--- config.mk ---
export PLATFORM = sky130hd
export DESIGN_NAME = reset_sequencer
export DESIGN_NICKNAME = d
export VERILOG_FILES = /design/src/logic/reset_seq_pkg.sv /design/src/logic/reset_sequencer.sv
export SDC_FILE = /design/constraint.sdc
export NUM_CORES = 1
export LEC_CHECK = 0
export ABC_AREA = 1
export BUFFER_PORTS_ARGS = -buffer_cell sky130_fd_sc_hd__buf_2
export CAP_MARGIN = 20
export CORE_MARGIN = 5
export CORE_UTILIZATION = 40
export DETAILED_ROUTE_END_ITERATION = 7
export PLACE_DENSITY = 0.57
export SETUP_SLACK_MARGIN = 0.2
export SKIP_LAST_GASP = 1
export SYNTH_ARGS = -nofsm -noshare
export SYNTH_HDL_FRONTEND = slang
export SYNTH_SLANG_ARGS = --single-unit
--- constraint.sdc ---
create_clock -name clock -period 2.8 [get_ports clock]
set_input_delay 0.14 -clock clock [delete_from_list [all_inputs] [get_ports clock]]
set_output_delay 0.14 -clock clock [all_outputs]
set_load 0.01 [all_outputs]
--- src/logic/reset_seq_pkg.sv ---
// constants for the reset sequencer and low-voltage detector
package reset_seq_pkg;
    // register map (byte addresses on the local port)
    localparam logic [3:0] ADDR_DETECTOR_CTRL = 4'h0;
    localparam logic [3:0] ADDR_RESET_CAUSE = 4'h1;
    localparam logic [3:0] ADDR_CORE_STATUS = 4'h2;
    localparam logic [3:0] ADDR_CORE_CTRL = 4'h3;
    localparam logic [3:0] ADDR_IRQ_STATUS = 4'h4;
    localparam logic [3:0] ADDR_IRQ_CLEAR = 4'h5;
    localparam logic [3:0] ADDR_IRQ_ENABLE = 4'h6;
    // detector control fields
    localparam int STABLE_BIT = 5;
    localparam int POWER_BIT = 4;
    localparam logic [3:0] TRIP_LEVEL_RESET = 4'h5;
    localparam logic [3:0] TRIP_LEVEL_EXTERNAL = 4'hF;
    // reset cause fields
    localparam int CAUSE_SPARE_BIT = 2;
    localparam int POR_N_BIT = 1;
    localparam int BOR_N_BIT = 0;
    // core status fields: bank bits 7:5, timeout 4, powerdown 3
    localparam int TIMEOUT_BIT = 4;
    localparam int POWERDOWN_BIT = 3;
    localparam int BANK_LSB = 5;
    // core control fields
    localparam int GLOBAL_IRQ_BIT = 0;
    // interrupt event bits
    localparam int IRQ_TRIP_BIT = 0;
    localparam int IRQ_STABLE_BIT = 1;
    localparam int IRQ_W = 2;
    // program counter load values
    localparam int PC_W = 13;
    localparam logic [12:0] RESET_VECTOR = 13'h0000;
    localparam logic [12:0] IRQ_VECTOR = 13'h0004;
    // oscillator modes taken from the straps
    localparam logic [2:0] LOW_POWER_CRYSTAL_MODE = 3'h0;
    localparam logic [2:0] CRYSTAL_MODE = 3'h1;
    localparam logic [2:0] HIGH_SPEED_CRYSTAL_MODE = 3'h2;
    localparam logic [2:0] EXTERNAL_RC_MODE = 3'h3;
    localparam logic [2:0] INTERNAL_RC_MODE = 3'h4;
    localparam logic [2:0] SECONDARY_OSCILLATOR = 3'h5;
    // timing
    localparam int CLK_PERIOD_NS = 5;
    localparam int REF_SETTLE_NS = 50000;
    localparam int CPU_DELAY_NS = 5000;
    localparam int REF_SETTLE_CYCLES = REF_SETTLE_NS / CLK_PERIOD_NS;
    localparam int CPU_DELAY_CYCLES = (CPU_DELAY_NS + CLK_PERIOD_NS - 1) / CLK_PERIOD_NS;
    localparam int OST_OSC_CYCLES = 1024;
    localparam int TIMER_W = 24;
    // sequencer states
    typedef enum logic [6:0] {
        ST_BROWNOUT = 7'b0000001,
        ST_POWERUP = 7'b0000010,
        ST_OSC_START = 7'b0000100,
        ST_CPU_DELAY = 7'b0001000,
        ST_PIN_HOLD = 7'b0010000,
        ST_RUN = 7'b0100000,
        ST_SLEEP = 7'b1000000
    } seq_state_e;
endpackage

--- src/logic/reset_sequencer.sv ---
// reset sequencing, reset cause flags and low-voltage detector control
// How it works
// - stable flag rises once reference settles
// - reference settles within 50 us
// - trip flag blocked until reference stable
// - trip crossing sets flag, wakes sleep
// - interrupt wake with global enable loads 0004h
// - any reset turns the detector off
// - power-up timer, then 1024 oscillator cycles in crystal modes
// - held reset pin releases with no delay
// - CPU start-up delay on power-on, brown-out, wake
// - brown-out reset clears brown-out status bit
// - power-on status cleared only by power-on or a software write
// - timeout and powerdown flags follow reset type
// - resets load 000h, wakes without the 0004h vector continue PC+1
// - status and cause initial patterns per reset
// - level 1111 selects external sense pin
// - control layout: stable 5, power 4, level 3:0
`timescale 1ns/1ps
`default_nettype none
module reset_sequencer
    import reset_seq_pkg::*;
#(
    parameter int REF_SETTLE = reset_seq_pkg::REF_SETTLE_CYCLES,
    parameter int POWERUP_CYCLES = 65536
)(
    input wire logic clock,
    input wire logic rst,
    input wire logic [3:0] addr,
    input wire logic [7:0] wr_data,
    input wire logic wr_en,
    input wire logic rd_en,
    output logic [7:0] rd_data,
    output logic irq,
    input wire logic external_reset_pin_n,
    input wire logic brownout_detect,
    input wire logic brownout_enable,
    input wire logic below_trip,
    input wire logic osc_in,
    input wire logic powerup_timer_enable_n,
    input wire logic [2:0] osc_mode,
    input wire logic watchdog_timeout,
    input wire logic sleep_request,
    output logic core_reset,
    output logic core_run,
    output logic pc_load,
    output logic [reset_seq_pkg::PC_W-1:0] pc_load_value,
    output logic pc_resume,
    output logic detector_power,
    output logic external_sense_select
);
    import reset_seq_pkg::*;

    localparam logic [TIMER_W-1:0] REF_LAST = TIMER_W'(REF_SETTLE - 1);
    localparam logic [TIMER_W-1:0] POWERUP_TIMER_LAST = TIMER_W'(POWERUP_CYCLES - 1);
    localparam logic [TIMER_W-1:0] CPU_LAST = TIMER_W'(CPU_DELAY_CYCLES - 1);
    localparam logic [TIMER_W-1:0] OST_LAST = TIMER_W'(OST_OSC_CYCLES - 1);

    seq_state_e state_reg, state_next;
    logic [TIMER_W-1:0] timer_reg, settle_reg;
    logic [4:0] pin_sync_reg, bor_sync_reg, trip_sync_reg, osc_sync_reg, bore_sync_reg;
    logic osc_last_reg, trip_last_reg;
    logic strap_valid_reg, powerup_timer_off_reg;
    logic [2:0] mode_reg;
    logic wake_reg, vector_reg;
    logic [3:0] trip_level_reg;
    logic power_reg, stable_reg, stable_last_reg;
    logic [2:0] cause_reg;
    logic [2:0] bank_reg;
    logic timeout_reg, powerdown_reg, global_reg;
    logic [IRQ_W-1:0] irq_status_reg, irq_enable_reg, irq_event;
    logic pin_n, bor_s, trip_s, osc_s, bor_on, osc_edge, crystal, trip_event;
    logic ev_bor, ev_pin_run, ev_pin_sleep, ev_wdt_reset, ev_wdt_wake, ev_irq_wake;
    logic ev_sleep, dev_reset, wr_ctrl;

    // two-stage synchronisers for pins; stage 1 only feeds stage 2
    always_ff @(posedge clock or posedge rst)
    begin
        if (rst)
        begin
            pin_sync_reg <= 5'h00;
            bor_sync_reg <= 5'h00;
            trip_sync_reg <= 5'h00;
            osc_sync_reg <= 5'h00;
            bore_sync_reg <= 5'h00;
        end
        else
        begin
            pin_sync_reg <= {pin_sync_reg[3:0], external_reset_pin_n};
            bor_sync_reg <= {bor_sync_reg[3:0], brownout_detect};
            trip_sync_reg <= {trip_sync_reg[3:0], below_trip};
            osc_sync_reg <= {osc_sync_reg[3:0], osc_in};
            bore_sync_reg <= {bore_sync_reg[3:0], brownout_enable};
        end
    end
    assign pin_n = pin_sync_reg[1];
    assign bor_s = bor_sync_reg[1];
    assign trip_s = trip_sync_reg[1];
    assign osc_s = osc_sync_reg[1];
    assign bor_on = bore_sync_reg[1];

    // edge detection after synchronisation
    always_ff @(posedge clock or posedge rst)
    begin
        if (rst)
        begin
            osc_last_reg <= 1'b0;
            trip_last_reg <= 1'b0;
        end
        else
        begin
            osc_last_reg <= osc_s;
            trip_last_reg <= trip_s;
        end
    end
    assign osc_edge = osc_s & ~osc_last_reg;
    assign trip_event = trip_s & ~trip_last_reg & power_reg & stable_reg;

    // straps caught once after reset release
    always_ff @(posedge clock or posedge rst)
    begin
        if (rst)
        begin
            strap_valid_reg <= 1'b0;
            powerup_timer_off_reg <= 1'b0;
            mode_reg <= LOW_POWER_CRYSTAL_MODE;
        end
        else if (!strap_valid_reg)
        begin
            strap_valid_reg <= 1'b1;
            powerup_timer_off_reg <= powerup_timer_enable_n;
            mode_reg <= osc_mode;
        end
    end
    assign crystal = (mode_reg == LOW_POWER_CRYSTAL_MODE) || (mode_reg == CRYSTAL_MODE)
        || (mode_reg == HIGH_SPEED_CRYSTAL_MODE);

    // reset and wake events
    always_comb
    begin
        ev_bor = bor_on & bor_s & (state_reg != ST_BROWNOUT);
        ev_pin_run = ~pin_n & (state_reg == ST_RUN);
        ev_pin_sleep = ~pin_n & (state_reg == ST_SLEEP);
        ev_wdt_reset = watchdog_timeout & (state_reg == ST_RUN) & ~ev_pin_run;
        ev_wdt_wake = watchdog_timeout & (state_reg == ST_SLEEP) & ~ev_pin_sleep;
        ev_irq_wake = trip_event & (state_reg == ST_SLEEP) & ~ev_pin_sleep & ~watchdog_timeout;
        ev_sleep = sleep_request & (state_reg == ST_RUN) & ~ev_pin_run & ~watchdog_timeout;
        dev_reset = ev_bor | ev_pin_run | ev_pin_sleep | ev_wdt_reset;
    end

    // sequencer next state
    always_comb
    begin
        state_next = state_reg;
        case (state_reg)
            ST_BROWNOUT:
                if (!(bor_on & bor_s))
                    state_next = ST_POWERUP;
            ST_POWERUP:
                if (strap_valid_reg && (powerup_timer_off_reg || timer_reg == POWERUP_TIMER_LAST))
                    state_next = crystal ? ST_OSC_START : ST_CPU_DELAY;
            ST_OSC_START:
                if (osc_edge && timer_reg == OST_LAST)
                    state_next = ST_CPU_DELAY;
            ST_CPU_DELAY:
                if (timer_reg == CPU_LAST)
                    state_next = wake_reg ? ST_RUN : ST_PIN_HOLD;
            ST_PIN_HOLD:
                if (pin_n)
                    state_next = ST_RUN;
            ST_RUN:
                if (ev_pin_run || ev_wdt_reset)
                    state_next = ST_PIN_HOLD;
                else if (ev_sleep)
                    state_next = ST_SLEEP;
            ST_SLEEP:
                if (ev_pin_sleep)
                    state_next = ST_PIN_HOLD;
                else if (ev_wdt_wake || ev_irq_wake)
                    state_next = crystal ? ST_OSC_START : ST_CPU_DELAY;
            default:
                state_next = ST_POWERUP;
        endcase
        if (ev_bor)
            state_next = ST_BROWNOUT;
    end

    // state, delay timer and wake bookkeeping
    always_ff @(posedge clock or posedge rst)
    begin
        if (rst)
        begin
            state_reg <= ST_POWERUP;
            timer_reg <= '0;
            wake_reg <= 1'b0;
            vector_reg <= 1'b0;
        end
        else
        begin
            state_reg <= state_next;
            if (state_next != state_reg)
                timer_reg <= '0;
            else if (state_reg != ST_OSC_START || osc_edge)
                timer_reg <= timer_reg + 1'b1;
            if (ev_wdt_wake || ev_irq_wake)
                wake_reg <= 1'b1;
            else if (dev_reset || state_reg == ST_RUN)
                wake_reg <= 1'b0;
            if (ev_wdt_wake || ev_irq_wake)
                vector_reg <= ev_irq_wake & global_reg;
        end
    end

    // core control outputs and program counter load
    always_ff @(posedge clock or posedge rst)
    begin
        if (rst)
        begin
            core_reset <= 1'b1;
            core_run <= 1'b0;
            pc_load <= 1'b0;
            pc_load_value <= RESET_VECTOR;
            pc_resume <= 1'b0;
        end
        else
        begin
            core_reset <= (state_next != ST_RUN) && (state_next != ST_SLEEP);
            core_run <= state_next == ST_RUN;
            pc_load <= (state_next == ST_RUN) && (state_reg != ST_RUN);
            if ((state_next == ST_RUN) && (state_reg != ST_RUN))
            begin
                pc_resume <= wake_reg & ~vector_reg;
                pc_load_value <= (wake_reg && vector_reg) ? IRQ_VECTOR : RESET_VECTOR;
            end
        end
    end

    // detector control register
    assign wr_ctrl = wr_en && addr == ADDR_DETECTOR_CTRL;
    always_ff @(posedge clock or posedge rst)
    begin
        if (rst)
        begin
            trip_level_reg <= TRIP_LEVEL_RESET;
            power_reg <= 1'b0;
            external_sense_select <= 1'b0;
            detector_power <= 1'b0;
        end
        else if (dev_reset)
        begin
            trip_level_reg <= TRIP_LEVEL_RESET;
            power_reg <= 1'b0;
            external_sense_select <= 1'b0;
            detector_power <= 1'b0;
        end
        else
        begin
            if (wr_ctrl)
            begin
                trip_level_reg <= wr_data[3:0];
                power_reg <= wr_data[POWER_BIT];
            end
            external_sense_select <= trip_level_reg == TRIP_LEVEL_EXTERNAL;
            detector_power <= power_reg;
        end
    end

    // reference settling counted in fixed clock periods
    always_ff @(posedge clock or posedge rst)
    begin
        if (rst)
        begin
            settle_reg <= '0;
            stable_reg <= 1'b0;
        end
        else if (!power_reg)
        begin
            settle_reg <= '0;
            stable_reg <= 1'b0;
        end
        else if (bor_on || settle_reg == REF_LAST)
            stable_reg <= 1'b1;
        else
            settle_reg <= settle_reg + 1'b1;
    end

    // reset cause flags
    always_ff @(posedge clock or posedge rst)
    begin
        if (rst)
        begin
            cause_reg <= 3'h4;
        end
        else
        begin
            // software, power-on or brown-out changes it
            if (wr_en && addr == ADDR_RESET_CAUSE)
                cause_reg <= wr_data[2:0];
            if (ev_bor)
            begin
                cause_reg[BOR_N_BIT] <= 1'b0;
                cause_reg[CAUSE_SPARE_BIT] <= 1'b1;
            end
        end
    end

    // timeout, powerdown and bank bits of the core status
    always_ff @(posedge clock or posedge rst)
    begin
        if (rst)
        begin
            timeout_reg <= 1'b1;
            powerdown_reg <= 1'b1;
            bank_reg <= 3'h0;
        end
        else
        begin
            if (wr_en && addr == ADDR_CORE_STATUS)
                bank_reg <= wr_data[7:BANK_LSB];
            if (dev_reset)
                bank_reg <= 3'h0;
            if (ev_bor)
            begin
                timeout_reg <= 1'b1;
                powerdown_reg <= 1'b1;
            end
            else if (ev_wdt_reset)
            begin
                timeout_reg <= 1'b0;
                powerdown_reg <= 1'b1;
            end
            else if (ev_wdt_wake)
            begin
                timeout_reg <= 1'b0;
                powerdown_reg <= 1'b0;
            end
            else if (ev_pin_sleep || ev_irq_wake || ev_sleep)
            begin
                timeout_reg <= 1'b1;
                powerdown_reg <= 1'b0;
            end
        end
    end

    // global enable, interrupt enable and sticky status
    // previous stable level, for the rising-edge event
    always_ff @(posedge clock or posedge rst)
    begin
        if (rst)
            stable_last_reg <= 1'b0;
        else
            stable_last_reg <= stable_reg;
    end
    assign irq_event = {stable_reg & ~stable_last_reg, trip_event};
    always_ff @(posedge clock or posedge rst)
    begin
        if (rst)
        begin
            global_reg <= 1'b0;
            irq_enable_reg <= '0;
            irq_status_reg <= '0;
        end
        else if (dev_reset)
        begin
            global_reg <= 1'b0;
            irq_enable_reg <= '0;
            irq_status_reg <= irq_event;
        end
        else
        begin
            if (wr_en && addr == ADDR_CORE_CTRL)
                global_reg <= wr_data[GLOBAL_IRQ_BIT];
            if (wr_en && addr == ADDR_IRQ_ENABLE)
                irq_enable_reg <= wr_data[IRQ_W-1:0];
            if (wr_en && addr == ADDR_IRQ_CLEAR)
                irq_status_reg <= (irq_status_reg & ~wr_data[IRQ_W-1:0]) | irq_event;
            else
                irq_status_reg <= irq_status_reg | irq_event;
        end
    end

    // interrupt output and read data
    always_ff @(posedge clock or posedge rst)
    begin
        if (rst)
        begin
            irq <= 1'b0;
            rd_data <= 8'h00;
        end
        else
        begin
            irq <= (irq_status_reg[IRQ_TRIP_BIT] & irq_enable_reg[IRQ_TRIP_BIT] & global_reg)
                | (irq_status_reg[IRQ_STABLE_BIT] & irq_enable_reg[IRQ_STABLE_BIT]);
            rd_data <= 8'h00;
            if (rd_en)
            begin
                case (addr)
                    ADDR_DETECTOR_CTRL:
                        rd_data <= {2'b00, stable_reg, power_reg, trip_level_reg};
                    ADDR_RESET_CAUSE:
                        rd_data <= {5'h00, cause_reg};
                    ADDR_CORE_STATUS:
                        rd_data <= {bank_reg, timeout_reg, powerdown_reg, 3'h0};
                    ADDR_CORE_CTRL:
                        rd_data <= {7'h00, global_reg};
                    ADDR_IRQ_STATUS:
                        rd_data <= {6'h00, irq_status_reg};
                    ADDR_IRQ_ENABLE:
                        rd_data <= {6'h00, irq_enable_reg};
                    default:
                        rd_data <= 8'h00;
                endcase
            end
        end
    end

    // checks
    logic [TIMER_W-1:0] on_cnt_reg;
    always_ff @(posedge clock or posedge rst)
    begin
        if (rst)
            on_cnt_reg <= '0;
        else if (!power_reg || stable_reg)
            on_cnt_reg <= '0;
        else
            on_cnt_reg <= on_cnt_reg + 1'b1;
    end

    property p_stable_needs_power;
        @(posedge clock) disable iff (rst) $rose(stable_reg) |-> $past(power_reg);
    endproperty
    a_stable_needs_power: assert property (p_stable_needs_power) else $error("stable without power");
    property p_settle_bound;
        @(posedge clock) disable iff (rst) on_cnt_reg <= TIMER_W'(REF_SETTLE);
    endproperty
    a_settle_bound: assert property (p_settle_bound) else $error("reference settle too long");
    property p_trip_after_stable;
        @(posedge clock) disable iff (rst) $rose(irq_status_reg[IRQ_TRIP_BIT]) |-> $past(stable_reg);
    endproperty
    a_trip_after_stable: assert property (p_trip_after_stable) else $error("trip before stable");
    property p_trip_wakes;
        @(posedge clock) disable iff (rst) ev_irq_wake |=> state_reg != ST_SLEEP ##1 !core_run;
    endproperty
    a_trip_wakes: assert property (p_trip_wakes) else $error("trip did not wake");
    property p_vector;
        @(posedge clock) disable iff (rst) pc_load && pc_load_value == IRQ_VECTOR |-> !pc_resume;
    endproperty
    a_vector: assert property (p_vector) else $error("vector with resume");
    property p_reset_detector_off;
        @(posedge clock) disable iff (rst) dev_reset |=> !power_reg ##1 !detector_power;
    endproperty
    a_reset_detector_off: assert property (p_reset_detector_off) else $error("detector on after reset");
    property p_ost_start;
        @(posedge clock) disable iff (rst)
            state_reg == ST_OSC_START && $past(state_reg) != ST_OSC_START |-> timer_reg == '0;
    endproperty
    a_ost_start: assert property (p_ost_start) else $error("oscillator count not cleared");
    property p_pin_release;
        @(posedge clock) disable iff (rst) state_reg == ST_PIN_HOLD && pin_n |=> core_run && pc_load;
    endproperty
    a_pin_release: assert property (p_pin_release) else $error("held pin release delayed");
    property p_por_flag_kept;
        @(posedge clock) disable iff (rst)
            $fell(cause_reg[POR_N_BIT]) |-> $past(wr_en && addr == ADDR_RESET_CAUSE);
    endproperty
    a_por_flag_kept: assert property (p_por_flag_kept) else $error("power-on flag cleared");
    property p_wdt_flags;
        @(posedge clock) disable iff (rst) ev_wdt_reset |=> !timeout_reg && powerdown_reg;
    endproperty
    a_wdt_flags: assert property (p_wdt_flags) else $error("watchdog flags wrong");
    c_run: cover property (@(posedge clock) disable iff (rst) $rose(core_run));
    c_sleep_wake: cover property (@(posedge clock) disable iff (rst) ev_irq_wake);
    c_stable: cover property (@(posedge clock) disable iff (rst) $rose(stable_reg));
endmodule
`default_nettype wire

Word level (Yosys, flattened, before mapping)
Cells that the tools add are included.
{"block": "word_totals", "output_inout_bits": 28, "register_bits": 122, "input_bits": 27, "elab_cells": 187}
{"block": "op_classes", "muxes": 49, "n_eq_ne": 29, "n_bitwise": 40, "n_addsub": 2, "n_reduce_logical": 31}
{"op": "24-bit 2-to-1 mux", "n": 4}
{"op": "7-bit 2-to-1 mux", "n": 10}
{"op": "7-bit case mux with 7 select lines", "n": 1}
{"op": "24-bit by 1-bit adder with 24-bit output, second input constant", "n": 2}
{"op": "24-bit by 10-bit == test with 1-bit output, second input constant", "n": 2}
{"op": "8-bit case mux with 6 select lines", "n": 1}
{"op": "1-bit bitwise AND", "n": 24}
{"op": "24-bit by 14-bit == test with 1-bit output, second input constant", "n": 1}
{"op": "24-bit by 16-bit == test with 1-bit output, second input constant", "n": 1}
{"op": "1-bit 2-to-1 mux", "n": 20}
{"op": "7-bit by 6-bit == test with 1-bit output, second input constant", "n": 2}
{"op": "7-bit by 6-bit inequality test with 1-bit output, second input constant", "n": 2}
{"op": "2-bit nonzero test", "n": 7}
{"op": "4-bit by 3-bit == test with 1-bit output, second input constant", "n": 3}
{"op": "3-bit 2-to-1 mux", "n": 4}
{"op": "4-bit 2-to-1 mux", "n": 3}
{"op": "1-bit logical AND", "n": 11}
{"op": "1-bit logical OR", "n": 10}
{"op": "4-bit by 2-bit == test with 1-bit output, second input constant", "n": 2}
{"op": "2-bit 2-to-1 mux", "n": 4}
{"op": "8-bit 2-to-1 mux", "n": 1}
{"op": "1-bit inverter", "n": 8}
{"op": "7-bit by 1-bit == test with 1-bit output, second input constant", "n": 1}
{"op": "7-bit by 2-bit == test with 1-bit output, second input constant", "n": 1}
{"op": "other kinds (22)", "n": 26}

Depth between registers and ports, before layout
Gate-level depths: netlist of the first run.
{"block": "logic_depth", "word_depth": 14, "ltp_mapped": 16, "mapped_depth_nobuf": 15}

Least setup slack after synthesis of the first run
Ideal clock, no wire load.
{"block": "synth_path", "kind": "flip-flop to flip-flop", "startpoint": "register timer_reg[0]", "endpoint": "register timer_reg[1]", "path_slack_ns": 0.891, "path_buffers": 1, "period_less_slack_ns": 1.909, "stages_incl_launch_ff": 17, "t_required_ns": 2.731, "arrival_time_ns": 1.840, "path_cell_list": "dfrtp_1 > ha_1 > nand2_2 > nor2_4 > nand2_2 > nor2_2 > nand3_2 > nand2_1 > nand3_1 > nand3_2 > nand2_1 > nand2_1 > nand2_1 > nor2_2 > nand3_2 > buf_6 > nor2_2"}
{"block": "synth_via", "elab_chain_len": 8}
{"element": "from (decl)", "line_no": "reset_sequencer.sv:60", "text": "logic [TIMER_W-1:0] timer_reg, settle_reg;"}
{"element": "from (signal assigned)", "line_no": "reset_sequencer.sv:204", "text": "timer_reg <= timer_reg + 1'b1;"}
{"element": "24-bit by 16-bit == test with 1-bit output", "line_no": "reset_sequencer.sv:160", "text": "if (strap_valid_reg && (powerup_timer_off_reg || timer_reg == POWERUP_TIMER_LAST))"}
{"element": "1-bit logical OR", "line_no": "reset_sequencer.sv:160"}
{"element": "1-bit logical AND", "line_no": "reset_sequencer.sv:160"}
{"element": "7-bit 2-to-1 mux", "line_no": "reset_sequencer.sv:160"}
{"element": "7-bit case mux with 7 select lines", "line_no": "reset_sequencer.sv:155", "text": "case (state_reg)"}
{"element": "7-bit 2-to-1 mux", "line_no": "reset_sequencer.sv:184", "text": "if (ev_bor)"}
{"element": "7-bit inequality test", "line_no": "reset_sequencer.sv:201", "text": "if (state_next != state_reg)"}
{"element": "24-bit 2-to-1 mux or 2-bit nonzero test (tied branches)"}
Several ways; a longest one is shown, not always the timed one. The select of a mux whose other input is x is not followed.
A chain may end at the register's enable or synchronous reset.

Worst setup path in the final report of the first run
{"block": "layout_path", "startpoint": "register timer_reg[0]", "endpoint": "register timer_reg[17]"}
The elaborated chain is that of the path after synthesis.

==> run summary, run 1 <==
Max Cap Viol: 0
cts bufs inserted: 9
Final WS setup: 526 ps
GRT Total Usage: 15.7%
Worst Setup End Kind: flip-flop
port buffer count: 42
family with the most delay on the worst path: simple AND/OR/NAND/NOR gates
Die Wd: 129 um
GP Congestion: 0.891
clock sink count: 110
postcts setup bufs: 0
Filler cells: 1380
fin cells: 931
CP arrival: 2550 ps
register bit total from synthesis: 110
FF-to-FF path depth: 14
Post-DP HPWL: 9100 um
status: finished clean
TritonCTS clock tree: yes
Worst R2R Setup Slack: 530 ps
CTS Buffer Depth: 2
reg-to-reg startpoint: timer_reg[0]
leak pwr: 3.05 nW
initial antenna violation count: 0
setup tns final: 0 ps
Clock Latency Late Sink: 360 ps
first-pass GRT wire length: 21200 um
ys async rst share: 100%
crit path time final: 2270 ps
Worst setup SP type: flip-flop
count of cell types in the netlist: 41
post-synth top area share: 45.5%
share of post-route cells with drive strength above 1: 17.3%
Critical Path Fanout Max: 24
final setup fails: 0
Syn Area/Cell: 8.24 sq um
H-tree depth: 3
DR pass1 iterations: 5
period utilization: 81.2%
Worst-Margin Slew: 803 ps
post-CTS sizing: 0
Remaining Overflow, GRT: 0
Ports: 55
Hold Path Origin: wr_data[7]
Worst-path clk slew: 80 ps
RSZ-0062 raised after global routing: false
Mapped Cells: 687
top cells by area, synth: dfrtp_1 (46%), nand2_1 (8.7%), nand3_1 (5.4%)
Die Y: 129 um
Post-Place Cells: 905
Residual DRC: 0
Area Growth Syn to Fin: 13.9%
crit path buf inv count: 1
CTS hold repair buffers: 10
synthesized cell area: 5660 sq um
CP cell instances: ha_1, nand2_2, nor3_2, nand3_1, nor2_1, nand2_1, nand3_2, nand2_2, nand2_1, nand2_1, a21oi_2, nand3_2, buf_4, nor2_2
Pwr Density: 546 nW/um^2
Site Rows: 43
sequential area share after synthesis: 48.8%
fin nets: 775
via count: 4596
Vias/cell: 4.94
relative slew slack: 46.1%
crit-path most repeated cell: nand2_1
Post-Route WL: 12400 um
ANT nets after route: 0
total chip power: 3.52 mW
vias in the first global route: 4518
largest net degree at the start of global routing: 111
Post-synth EDFFs: 0
CTS Root Cell: clkbuf_16
Ys Warns: 0
FMAX: 440 MHz
pre-CTS setup slack: 556 ps
slowest CP cell: dfrtp_1
DIE AREA: 16600 sq um
HP Class: input pin to flip-flop
reg2reg end: timer_reg[17]
VDD IR max: 0.382 mV
Antenna diodes: 0
Cells on Worst Hold Path: 3
initial DRC count: 347
largest area contributor in the netlist: dfrtp_1
critical path class: flip-flop to flip-flop
Starting Density: 40.8%
Worst Skew: 13.3 ps
Fin Hold WS: 20.1 ps
Final Hold Viols: 0
ys flop type: dfrtp_1
max-slew violations: 0
Core ar.: 13900 sq um
Critical Path RT: 3080 ps
slowest cell delay on critical path: 400 ps
WHS Endpoint: bank_reg[2]
mean routed wirelength per cell: 13.3 um
## report_power, final
part	switching [mW]	internal (mW)
Clock	0.614	0.642
Combinational	0.383	0.162
Sequential	0.0578	1.66
## Yosys cell counts, types with 4 or more instances
master / n
nand2_2: 4
a21oi_1: 28
buf_4: 14
inv_2: 7
nand3_1: 61
nor2_2: 27
nand2_1: 131
nand4_1: 21
o31ai_1: 6
o21ai_0: 32
o211ai_1: 4
inv_1: 79
nor2_1: 66
nor3_1: 21
nor2_4: 5
dfrtp_1: 103
nand3_2: 4
nor4_1: 5
xor2_1: 23
dfstp_2: 7
clkbuf_1: 5
## tightest hold or removal path: cells and delay by family
| family | cells | cell delay (ps) |
|---|---|---|
| buffers and inverters | 1 | 80 |
| AO/OA/AOI/OAI | 1 | 70 |
| AND/OR/NAND/NOR | 1 | 60 |
## stage by stage
step / util (%) / cell area [sq um]
finish: 46.5 / 6450
global route: 46.5 / 6450
CTS: 46.5 / 6450
detailed placement: 43.6 / 6060
global placement: 43.6 / 6060
floorplan: - / 5710
## worst max path at each step
stage | from | to | slack [ps] | depth (start not counted)
6_report | timer_reg[0] | timer_reg[17] | 530 | 14
2_1_floorplan | timer_reg[0] | timer_reg[1] | 890 | 16
3_5_place_dp | timer_reg[0] | timer_reg[17] | 560 | 14
5_1_grt | timer_reg[0] | timer_reg[6] | 280 | 14
4_1_cts | timer_reg[0] | timer_reg[17] | 530 | 14
3_3_place_gp | timer_reg[0] | timer_reg[19] | 550 | 14
## per-layer routing
| layer | vias to the layer above | share of wire [%] | track usage (%) |
|---|---|---|---|
| met2 | 79 | 47 | 25.2 |
| met4 | 0 | 0.91 | 3.64 |
| met3 | 10 | 4.0 | 4.07 |
| met5 | - | 0 | 0 |
| met1 | 2174 | 48 | 21.4 |
| li1 | 2333 | - | - |
## cells in the final DEF, fill, tap and decap left out, drive strengths merged, types with 13 or more instances in the layout
| master | netlist | final |
|---|---|---|
| buf | 17 | 49 |
| nand4 | 21 | 21 |
| inv | 86 | 87 |
| nor3 | 22 | 22 |
| nand3 | 65 | 65 |
| nor2 | 98 | 98 |
| a21oi | 29 | 29 |
| o21ai | 38 | 38 |
| nand2 | 137 | 137 |
| dfrtp | 103 | 103 |
| conb | 2 | 13 |
| xor2 | 23 | 23 |
## final cells by class
class / instances / area, sq um / area share (%)
Clock buffer: 10 / 239 / 3.71
Clock inverter: 6 / 53.8 / 0.834
Inverter: 87 / 330 / 5.12
Multi-Input combinational cell: 479 / 2460 / 38.2
Sequential cell: 110 / 2760 / 42.8
Tap cell: 180 / 225 / 3.49
Timing Repair Buffer: 59 / 375 / 5.82
## cells by family after synthesis
logic type,share of synthesized area [%]
compound gates,8.71
fa+ha+maj,0.442
other cells,0.133
xor+xnor,3.87
mux,0.177
buf+inv,8.44
simple gates,29.5
flops,48.8
Power figures use the tool's default switching activity.
==> run 2: changes to the inputs <==
Settings changed: ABC_AREA 1 to 0.
Clock period 2.8 ns to 2 ns, I/O delays scaled along.
==> run 2 against run 1 <==
  * The run now ends with negative setup slack left
  * Clock power grew 51%
  * Design area up 23%
  * Via count up 2.4%
  * Sequential share of layout area fell by 8.0 points
  * Worst hold slack worse by 13 ps
  * Die area up 0.25%
  * Fmax decreased by 4.7%
  * Flip-flop and latch count unchanged
  * Final cell count decreased by 2.1%
  * Setup slack got worse by 910 ps
  * Critical endpoint is now timer_reg[9]
  * Largest power group unchanged
==> run summary, run 2 <==
Die Wd: 129 um (about the same)
CP arrival: 2660 ps (was 2550 ps)
CTS Buffer Depth: 2 (unchanged)
GP Congestion: 0.907 (was 0.891)
cts bufs inserted: 9 (unchanged)
Worst Setup End Kind: flip-flop (unchanged)
switching share of power: 25.7% (was 30.0%)
CTS Root Cell: clkbuf_16 (unchanged)
pre-CTS setup slack: -476 ps (was 556 ps)
Residual DRC: 0 (unchanged)
Core ar.: 13900 sq um (unchanged)
part of the power in registers: 46.6% (was 48.8%)
Worst-path clk slew: 70 ps (was 80 ps)
Post-synth EDFFs: 0 (unchanged)
relative slew slack: 61.9% (was 46.1%)
setup tns final: -7760 ps (was 0 ps)
HP Class: input pin to flip-flop (unchanged)
synthesized cell area: 5680 sq um (was 5660 sq um)
commonest non-fill, non-tap cell in the layout: dfrtp_1 (was nand2_1)
largest net degree at the start of global routing: 44 (was 111)
Worst setup SP type: flip-flop (unchanged)
failing checks: negative setup slack
Critical Path RT: 2270 ps (was 3080 ps)
Worst Skew: 12.0 ps (was 13.3 ps)
Ys Warns: 0 (unchanged)
sequential area share after synthesis: 48.6% (was 48.8%)
via count: 4706 (was 4596)
TritonCTS clock tree: yes (unchanged)
register bit total from synthesis: 110 (unchanged)
GRT Total Usage: 17.7% (was 15.7%)
Remaining Overflow, GRT: 0 (unchanged)
first-pass GRT wire length: 23700 um (was 21200 um)
largest area contributor in the netlist: dfrtp_1 (unchanged)
initial DRC count: 225 (was 347)
top cells by area, synth: dfrtp_1 (45%), xnor2_1 (4.5%), nor2_1 (4.4%) (was dfrtp_1 (46%), nand2_1 (8.7%), nand3_1 (5.4%))
Worst-Margin Slew: 570 ps (was 803 ps)
DR pass1 iterations: 4 (was 5)
Starting Density: 40.9% (was 40.8%)
ys async rst share: 100% (unchanged)
status: finished with violations (was finished clean)
initial antenna violation count: 0 (unchanged)
Site Rows: 43 (unchanged)
DIE AREA: 16700 sq um (was 16600 sq um)
synth cell count leaders: dfrtp_1 (103), nor2_1 (67), nand2_1 (55) (was nand2_1 (131), dfrtp_1 (103), inv_1 (79))
Area Growth Syn to Fin: 40.1% (was 13.9%)
mean routed wirelength per cell: 15.5 um (was 13.3 um)
Critical Path Fanout Max: 16 (was 24)
Max Cap Viol: 0 (unchanged)
combinational power share: 15.9% (was 15.5%)
Mapped Cells: 563 (was 687)
Final WS setup: -387 ps (was 526 ps)
Syn Area/Cell: 10.1 sq um (was 8.24 sq um)
count of cell types in the netlist: 71 (was 41)
FMAX: 419 MHz (was 440 MHz)
share of post-route cells with drive strength above 1: 40.2% (was 17.3%)
max-slew violations: 0 (unchanged)
leak pwr: 3.60 nW (was 3.05 nW)
Pwr Density: 636 nW/um^2 (was 546 nW/um^2)
total chip power: 5.06 mW (was 3.52 mW)
Vias/cell: 5.17 (was 4.94)
critical path class: flip-flop to flip-flop (unchanged)
count leader, synth: dfrtp_1 (was nand2_1)
switching power: 1.30 mW (was 1.05 mW)
Filler cells: 1191 (was 1380)
ys flop type: dfrtp_1 (unchanged)
port buffer count: 42 (unchanged)
final setup fails: 29 (was 0)
period utilization: 119% (was 81.2%)
Die Y: 129 um (about the same)
fin nets: 755 (was 775)
commonest cells after routing, fill and taps aside: dfrtp_1 (98), buf_4 (94), nor2_1 (62), nand2_1 (52), buf_2 (42) (was nand2_1 (131), dfrtp_1 (103), inv_1 (78), nor2_1 (66), nand3_1 (61))
RSZ-0062 raised after global routing: true (was false)
VDD IR max: 0.589 mV (was 0.382 mV)
post-synth top area share: 45.4% (was 45.5%)
crit path time final: 2390 ps (was 2270 ps)
ANT nets after route: 0 (unchanged)
Ports: 55 (unchanged)
Final Hold Viols: 0 (unchanged)
Antenna diodes: 0 (unchanged)
Post-DP HPWL: 9830 um (was 9100 um)
Clock Latency Late Sink: 360 ps (about the same)
Pint: 3.76 mW (was 2.46 mW)
vias in the first global route: 4859 (was 4518)
clock sink count: 110 (unchanged)
H-tree depth: 3 (unchanged)
Post-Route WL: 14100 um (was 12400 um)
Fin Hold WS: 6.90 ps (was 20.1 ps)
Clk network pwr share: 37.5% (was 35.7%)
run 2: cell count changes after synthesis, sizes merged, moves of 18 or more:
cell / change
xnor2: +27
nand3: -42
nor3: +18
o21ai: -25
nor2: -31
nand2: -82
inv: -73
run 2: logic make-up after synthesis:
| kind of cell | share of synthesized area [%] |
|---|---|
| buf+inv | 5.14 |
| mux | 2.93 |
| xor+xnor | 6.79 |
| other cells | 0.132 |
| flops | 48.6 |
| simple gates | 26.3 |
| fa+ha+maj | 0.617 |
| compound gates | 9.43 |
run 2: worst paths after layout:
check	from	to	slack (ps)	cells past startpoint
min in group asynchronous	rst	settle_reg[9]	340	3
worst max-delay path	timer_reg[1]	timer_reg[9]	-390	9
worst min-delay path	wr_data[6]	bank_reg[1]	7	3
worst min register to register	bore_sync_reg[0]	bore_sync_reg[1]	350	0
max in group asynchronous	rst	core_reset	1020	4
worst max register to register	timer_reg[1]	timer_reg[9]	-390	9
run 2: power groups by stage:
stage               combinational [mW]  sequential [mW]  clock (mW)
finish                           0.805             2.36        1.90
global route                     0.879             2.37        2.06
CTS                              0.747             2.35        1.95
detailed placement               0.676             2.39           0
global placement                 0.668             2.39           0
floorplan                        0.428             2.38           0
run 2: layer usage:
metal	global-route usage, %	vias to the layer above	part of all wire, %
li1	-	2284	-
met1	22.1	2306	43
met2	30.3	92	51
met3	4.29	24	4.0
met4	5.62	0	2.0
met5	0	-	0
run 2: area by class of cell:
cell class	instances	area, sq um	area share [%]
well taps	180	225	2.83
inverters	14	56.3	0.708
clock buffers	11	233	2.93
multi-input cells	417	3210	40.4
clock inverters	5	75.1	0.944
flip-flops and latches	110	2770	34.8
repair buffers	174	1380	17.4
run 2: critical path: stages (launching register included):
cell and delay, ps:
dfrtp_1 390, ha_4 170, nand4_4 90, or4b_4 520
nor3_4 180, a22oi_2 100, o32ai_2 340, o211ai_4 150
buf_12 180, nor3b_1 180
run 2: timing repair:
item / in CTS / in global routing
gates cloned: 1 / 1
buffers inserted: 13 / 5
hold endpoints to repair: 29 / 0
setup endpoints to repair: 58 / 76
pin swaps: 19 / 24
hold buffers: 12 / 0
gates resized for setup: 49 / 44
run 2: through the flow:
stage / area, sq um / instances / util [%]
detailed placement: 6890 / 863 / 49.6
CTS: 7680 / 905 / 55.3
global placement: 6890 / 863 / 49.6
floorplan: 5930 / 574 / -
global route: 7950 / 911 / 57.3
finish: 7950 / 911 / 57.3
==> run 3: changes to the inputs <==
Settings changed: CORE_UTILIZATION 40 to 54, PLACE_DENSITY 0.57 to 0.74, RECOVER_POWER from default to 25.
==> run 3 against run 2 <==
  * Design area decreased by 1.2%
  * Setup slack got worse by 100 ps
  * The flow still finishes with violations (negative setup slack)
  * Utilization increased by 19 points
  * Critical path depth unchanged
  * Fmax decreased by 4.1%
  * Critical path type unchanged
  * Wire length increased by 8.4%
  * Worst hold slack improved by 28 ps
  * Clock skew decreased by 3.8 ps
  * Count of clock-buffer cells in the layout decreased by 1
  * Flip-flop and latch count unchanged
  * Combinational power increased by 8.0%
  * Non-clock buffer count increased by 9
==> run summary, run 3 (same netlist as run 2, synthesis figures left out) <==
Ports: 55 (unchanged)
period utilization: 124% (was 119%)
initial DRC count: 372 (was 225)
failing checks: negative setup slack (unchanged)
WHS Endpoint: rd_data[7] (was bank_reg[1])
CTS Root Cell: clkbuf_8 (was clkbuf_16)
ANT nets after route: 0 (unchanged)
Clock Latency Late Sink: 380 ps (was 360 ps)
Site Rows: 37 (was 43)
CP cell instances: nor4_2, nand4_1, nor3_4, a22oi_2, o32ai_2, o211ai_4, buf_12, buf_12, nor3_4 (was ha_4, nand4_4, or4b_4, nor3_4, a22oi_2, o32ai_2, o211ai_4, buf_12, nor3b_1)
FMAX: 402 MHz (was 419 MHz)
Placed Area: 6860 sq um (was 6890 sq um)
H-tree depth: 3 (unchanged)
Core ar.: 10300 sq um (was 13900 sq um)
CP arrival: 2800 ps (was 2660 ps)
mean routed wirelength per cell: 17.5 um (was 15.5 um)
reg2reg end: timer_reg[23] (was timer_reg[9])
Final WS setup: -490 ps (was -387 ps)
slowest CP cell: dfrtp_1 (was or4b_4)
VDD IR max: 0.578 mV (was 0.589 mV)
crit path time final: 2490 ps (was 2390 ps)
max-slew violations: 0 (unchanged)
setup tns final: -12310 ps (was -7760 ps)
Worst R2R Setup Slack: -490 ps (was -390 ps)
Fin Hold WS: 34.5 ps (was 6.90 ps)
Worst-path clk slew: 100 ps (was 70 ps)
Antenna diodes: 0 (unchanged)
largest net degree at the start of global routing: 111 (was 44)
Post-Route WL: 15300 um (was 14100 um)
DIE AREA: 12700 sq um (was 16700 sq um)
Post-Place Cells: 821 (was 863)
Die Y: 113 um (was 129 um)
critical path class: flip-flop to flip-flop (unchanged)
Pwr Density: 601 nW/um^2 (was 636 nW/um^2)
CTS Buffer Depth: 2 (unchanged)
leak pwr: 3.57 nW (was 3.60 nW)
Final Hold Viols: 0 (unchanged)
family with the most delay on the worst path: simple AND/OR/NAND/NOR gates (unchanged)
DR pass1 iterations: 6 (was 4)
Area Growth Syn to Fin: 38.4% (was 40.1%)
HP Class: input pin to flip-flop (unchanged)
TritonCTS clock tree: yes (unchanged)
final setup fails: 47 (was 29)
Worst Skew: 8.20 ps (was 12.0 ps)
Worst-Margin Slew: 1450 ps (was 570 ps)
Max Cap Viol: 0 (unchanged)
Vias/cell: 5.71 (was 5.17)
cts bufs inserted: 9 (unchanged)
Worst Setup End Kind: flip-flop (unchanged)
FF-to-FF path depth: 9 (unchanged)
commonest non-fill, non-tap cell in the layout: dfrtp_1 (unchanged)
Die Wd: 113 um (was 129 um)
fin cells: 876 (was 911)
Starting Density: 55.2% (was 40.9%)
slowest cell delay on critical path: 410 ps (was 520 ps)
Cells on Worst Hold Path: 2 (was 3)
Critical Path Fanout Max: 8 (was 16)
vias in the first global route: 5142 (was 4859)
Residual DRC: 0 (unchanged)
status: finished with violations (unchanged)
GP Congestion: 0.868 (was 0.907)
Hold Path Origin: rd_en (was wr_data[6])
GRT Total Usage: 23.0% (was 17.7%)
initial antenna violation count: 0 (unchanged)
share of post-route cells with drive strength above 1: 38.4% (was 40.2%)
reg-to-reg startpoint: timer_reg[19] (was timer_reg[1])
Remaining Overflow, GRT: 0 (unchanged)
via count: 4998 (was 4706)
Layout Cell Area excl Fill: 7860 sq um (was 7950 sq um)
crit path buf inv count: 2 (was 1)
RSZ-0062 raised after global routing: true (unchanged)
port buffer count: 42 (unchanged)
commonest cells after routing, fill and taps aside: dfrtp_1 (102), buf_4 (92), nor2_1 (64), nand2_1 (52), buf_2 (40) (was dfrtp_1 (98), buf_4 (94), nor2_1 (62), nand2_1 (52), buf_2 (42))
first-pass GRT wire length: 24000 um (was 23700 um)
clock sink count: 110 (unchanged)
Critical Path RT: 2310 ps (was 2270 ps)
pre-CTS setup slack: -505 ps (was -476 ps)
relative slew slack: 3.35% (was 61.9%)
Post-DP HPWL: 9460 um (was 9830 um)
fin nets: 764 (was 755)
Worst setup SP type: flip-flop (unchanged)
run 3: cell count changes in the layout (fill, tap and decap cells not counted), moves of 3 or more:
cell | previous run | this run
nor3_2 | 20 | 15
clkbuf_1 | 2 | 5
dfrtp_1 | 98 | 102
clkbuf_8 | 0 | 9
nor3_1 | 4 | 7
dfrtp_2 | 5 | 1
dlygate4sd3_1 | 12 | 17
clkinv_2 | 3 | 0
clkbuf_16 | 10 | 1
run 3: through the flow:
stage	power [mW]	utilization, %
2_1_floorplan	2.81	-
3_3_place_gp	3.06	66.8
3_5_place_dp	3.09	66.8
4_1_cts	4.70	74.1
5_1_grt	4.90	76.4
6_report	4.72	76.4
run 3: final cells by class:
type | count | area (sq um)
Fill cell | 672 | 2420
Clock inverter | 6 | 92.6
Multi-Input combinational cell | 417 | 3160
Tap cell | 136 | 170
Clock buffer | 10 | 128
Inverter | 14 | 56.3
Timing Repair Buffer | 183 | 1490
Sequential cell | 110 | 2760
run 3: timing repair:
action | 4_1_cts | 5_1_grt
pin swaps | 23 | 28
hold buffers | 17 | 0
resized for setup | 41 | 41
endpoints found under the hold margin | 119 | 0
endpoints found under the setup margin | 69 | 76
buffers inserted | 14 | 5
cloned | 2 | 1
run 3: where the power goes:
group,switching (mW),internal (mW),leakage [nW]
Combinational,0.464,0.406,2.01
Sequential,0.0557,2.30,1.46
Clock,0.783,0.715,0.104
run 3: worst register-to-register path, delay by kind of cell, from the launching register on:
kind                   cells  cell delay, ps
buffers and inverters      2             290
DFF                        1             410
and+or+nand+nor            4            1170
AOI/OAI and AO/OA          3             550
run 3: how the worst max path moves through the flow:
stage | startpoint | to | slack (ps) | depth (start not counted)
4_1_cts | timer_reg[1] | timer_reg[22] | -410 | 10
5_1_grt | timer_reg[19] | timer_reg[21] | -640 | 9
6_report | timer_reg[19] | timer_reg[23] | -490 | 9
2_1_floorplan | timer_reg[0] | timer_reg[23] | -250 | 9
3_3_place_gp | timer_reg[23] | timer_reg[0] | -400 | 9
3_5_place_dp | state_reg[3] | timer_reg[13] | -500 | 8
run 3: per-layer routing:
metal / GRT usage [%] / vias to the layer above / share of wire (%)
met5: 0 / - / 0
met4: 9.62 / 0 / 3.1
met3: 4.53 / 47 / 4.8
met2: 39.5 / 175 / 52
met1: 28.3 / 2482 / 40
li1: - / 2294 / -
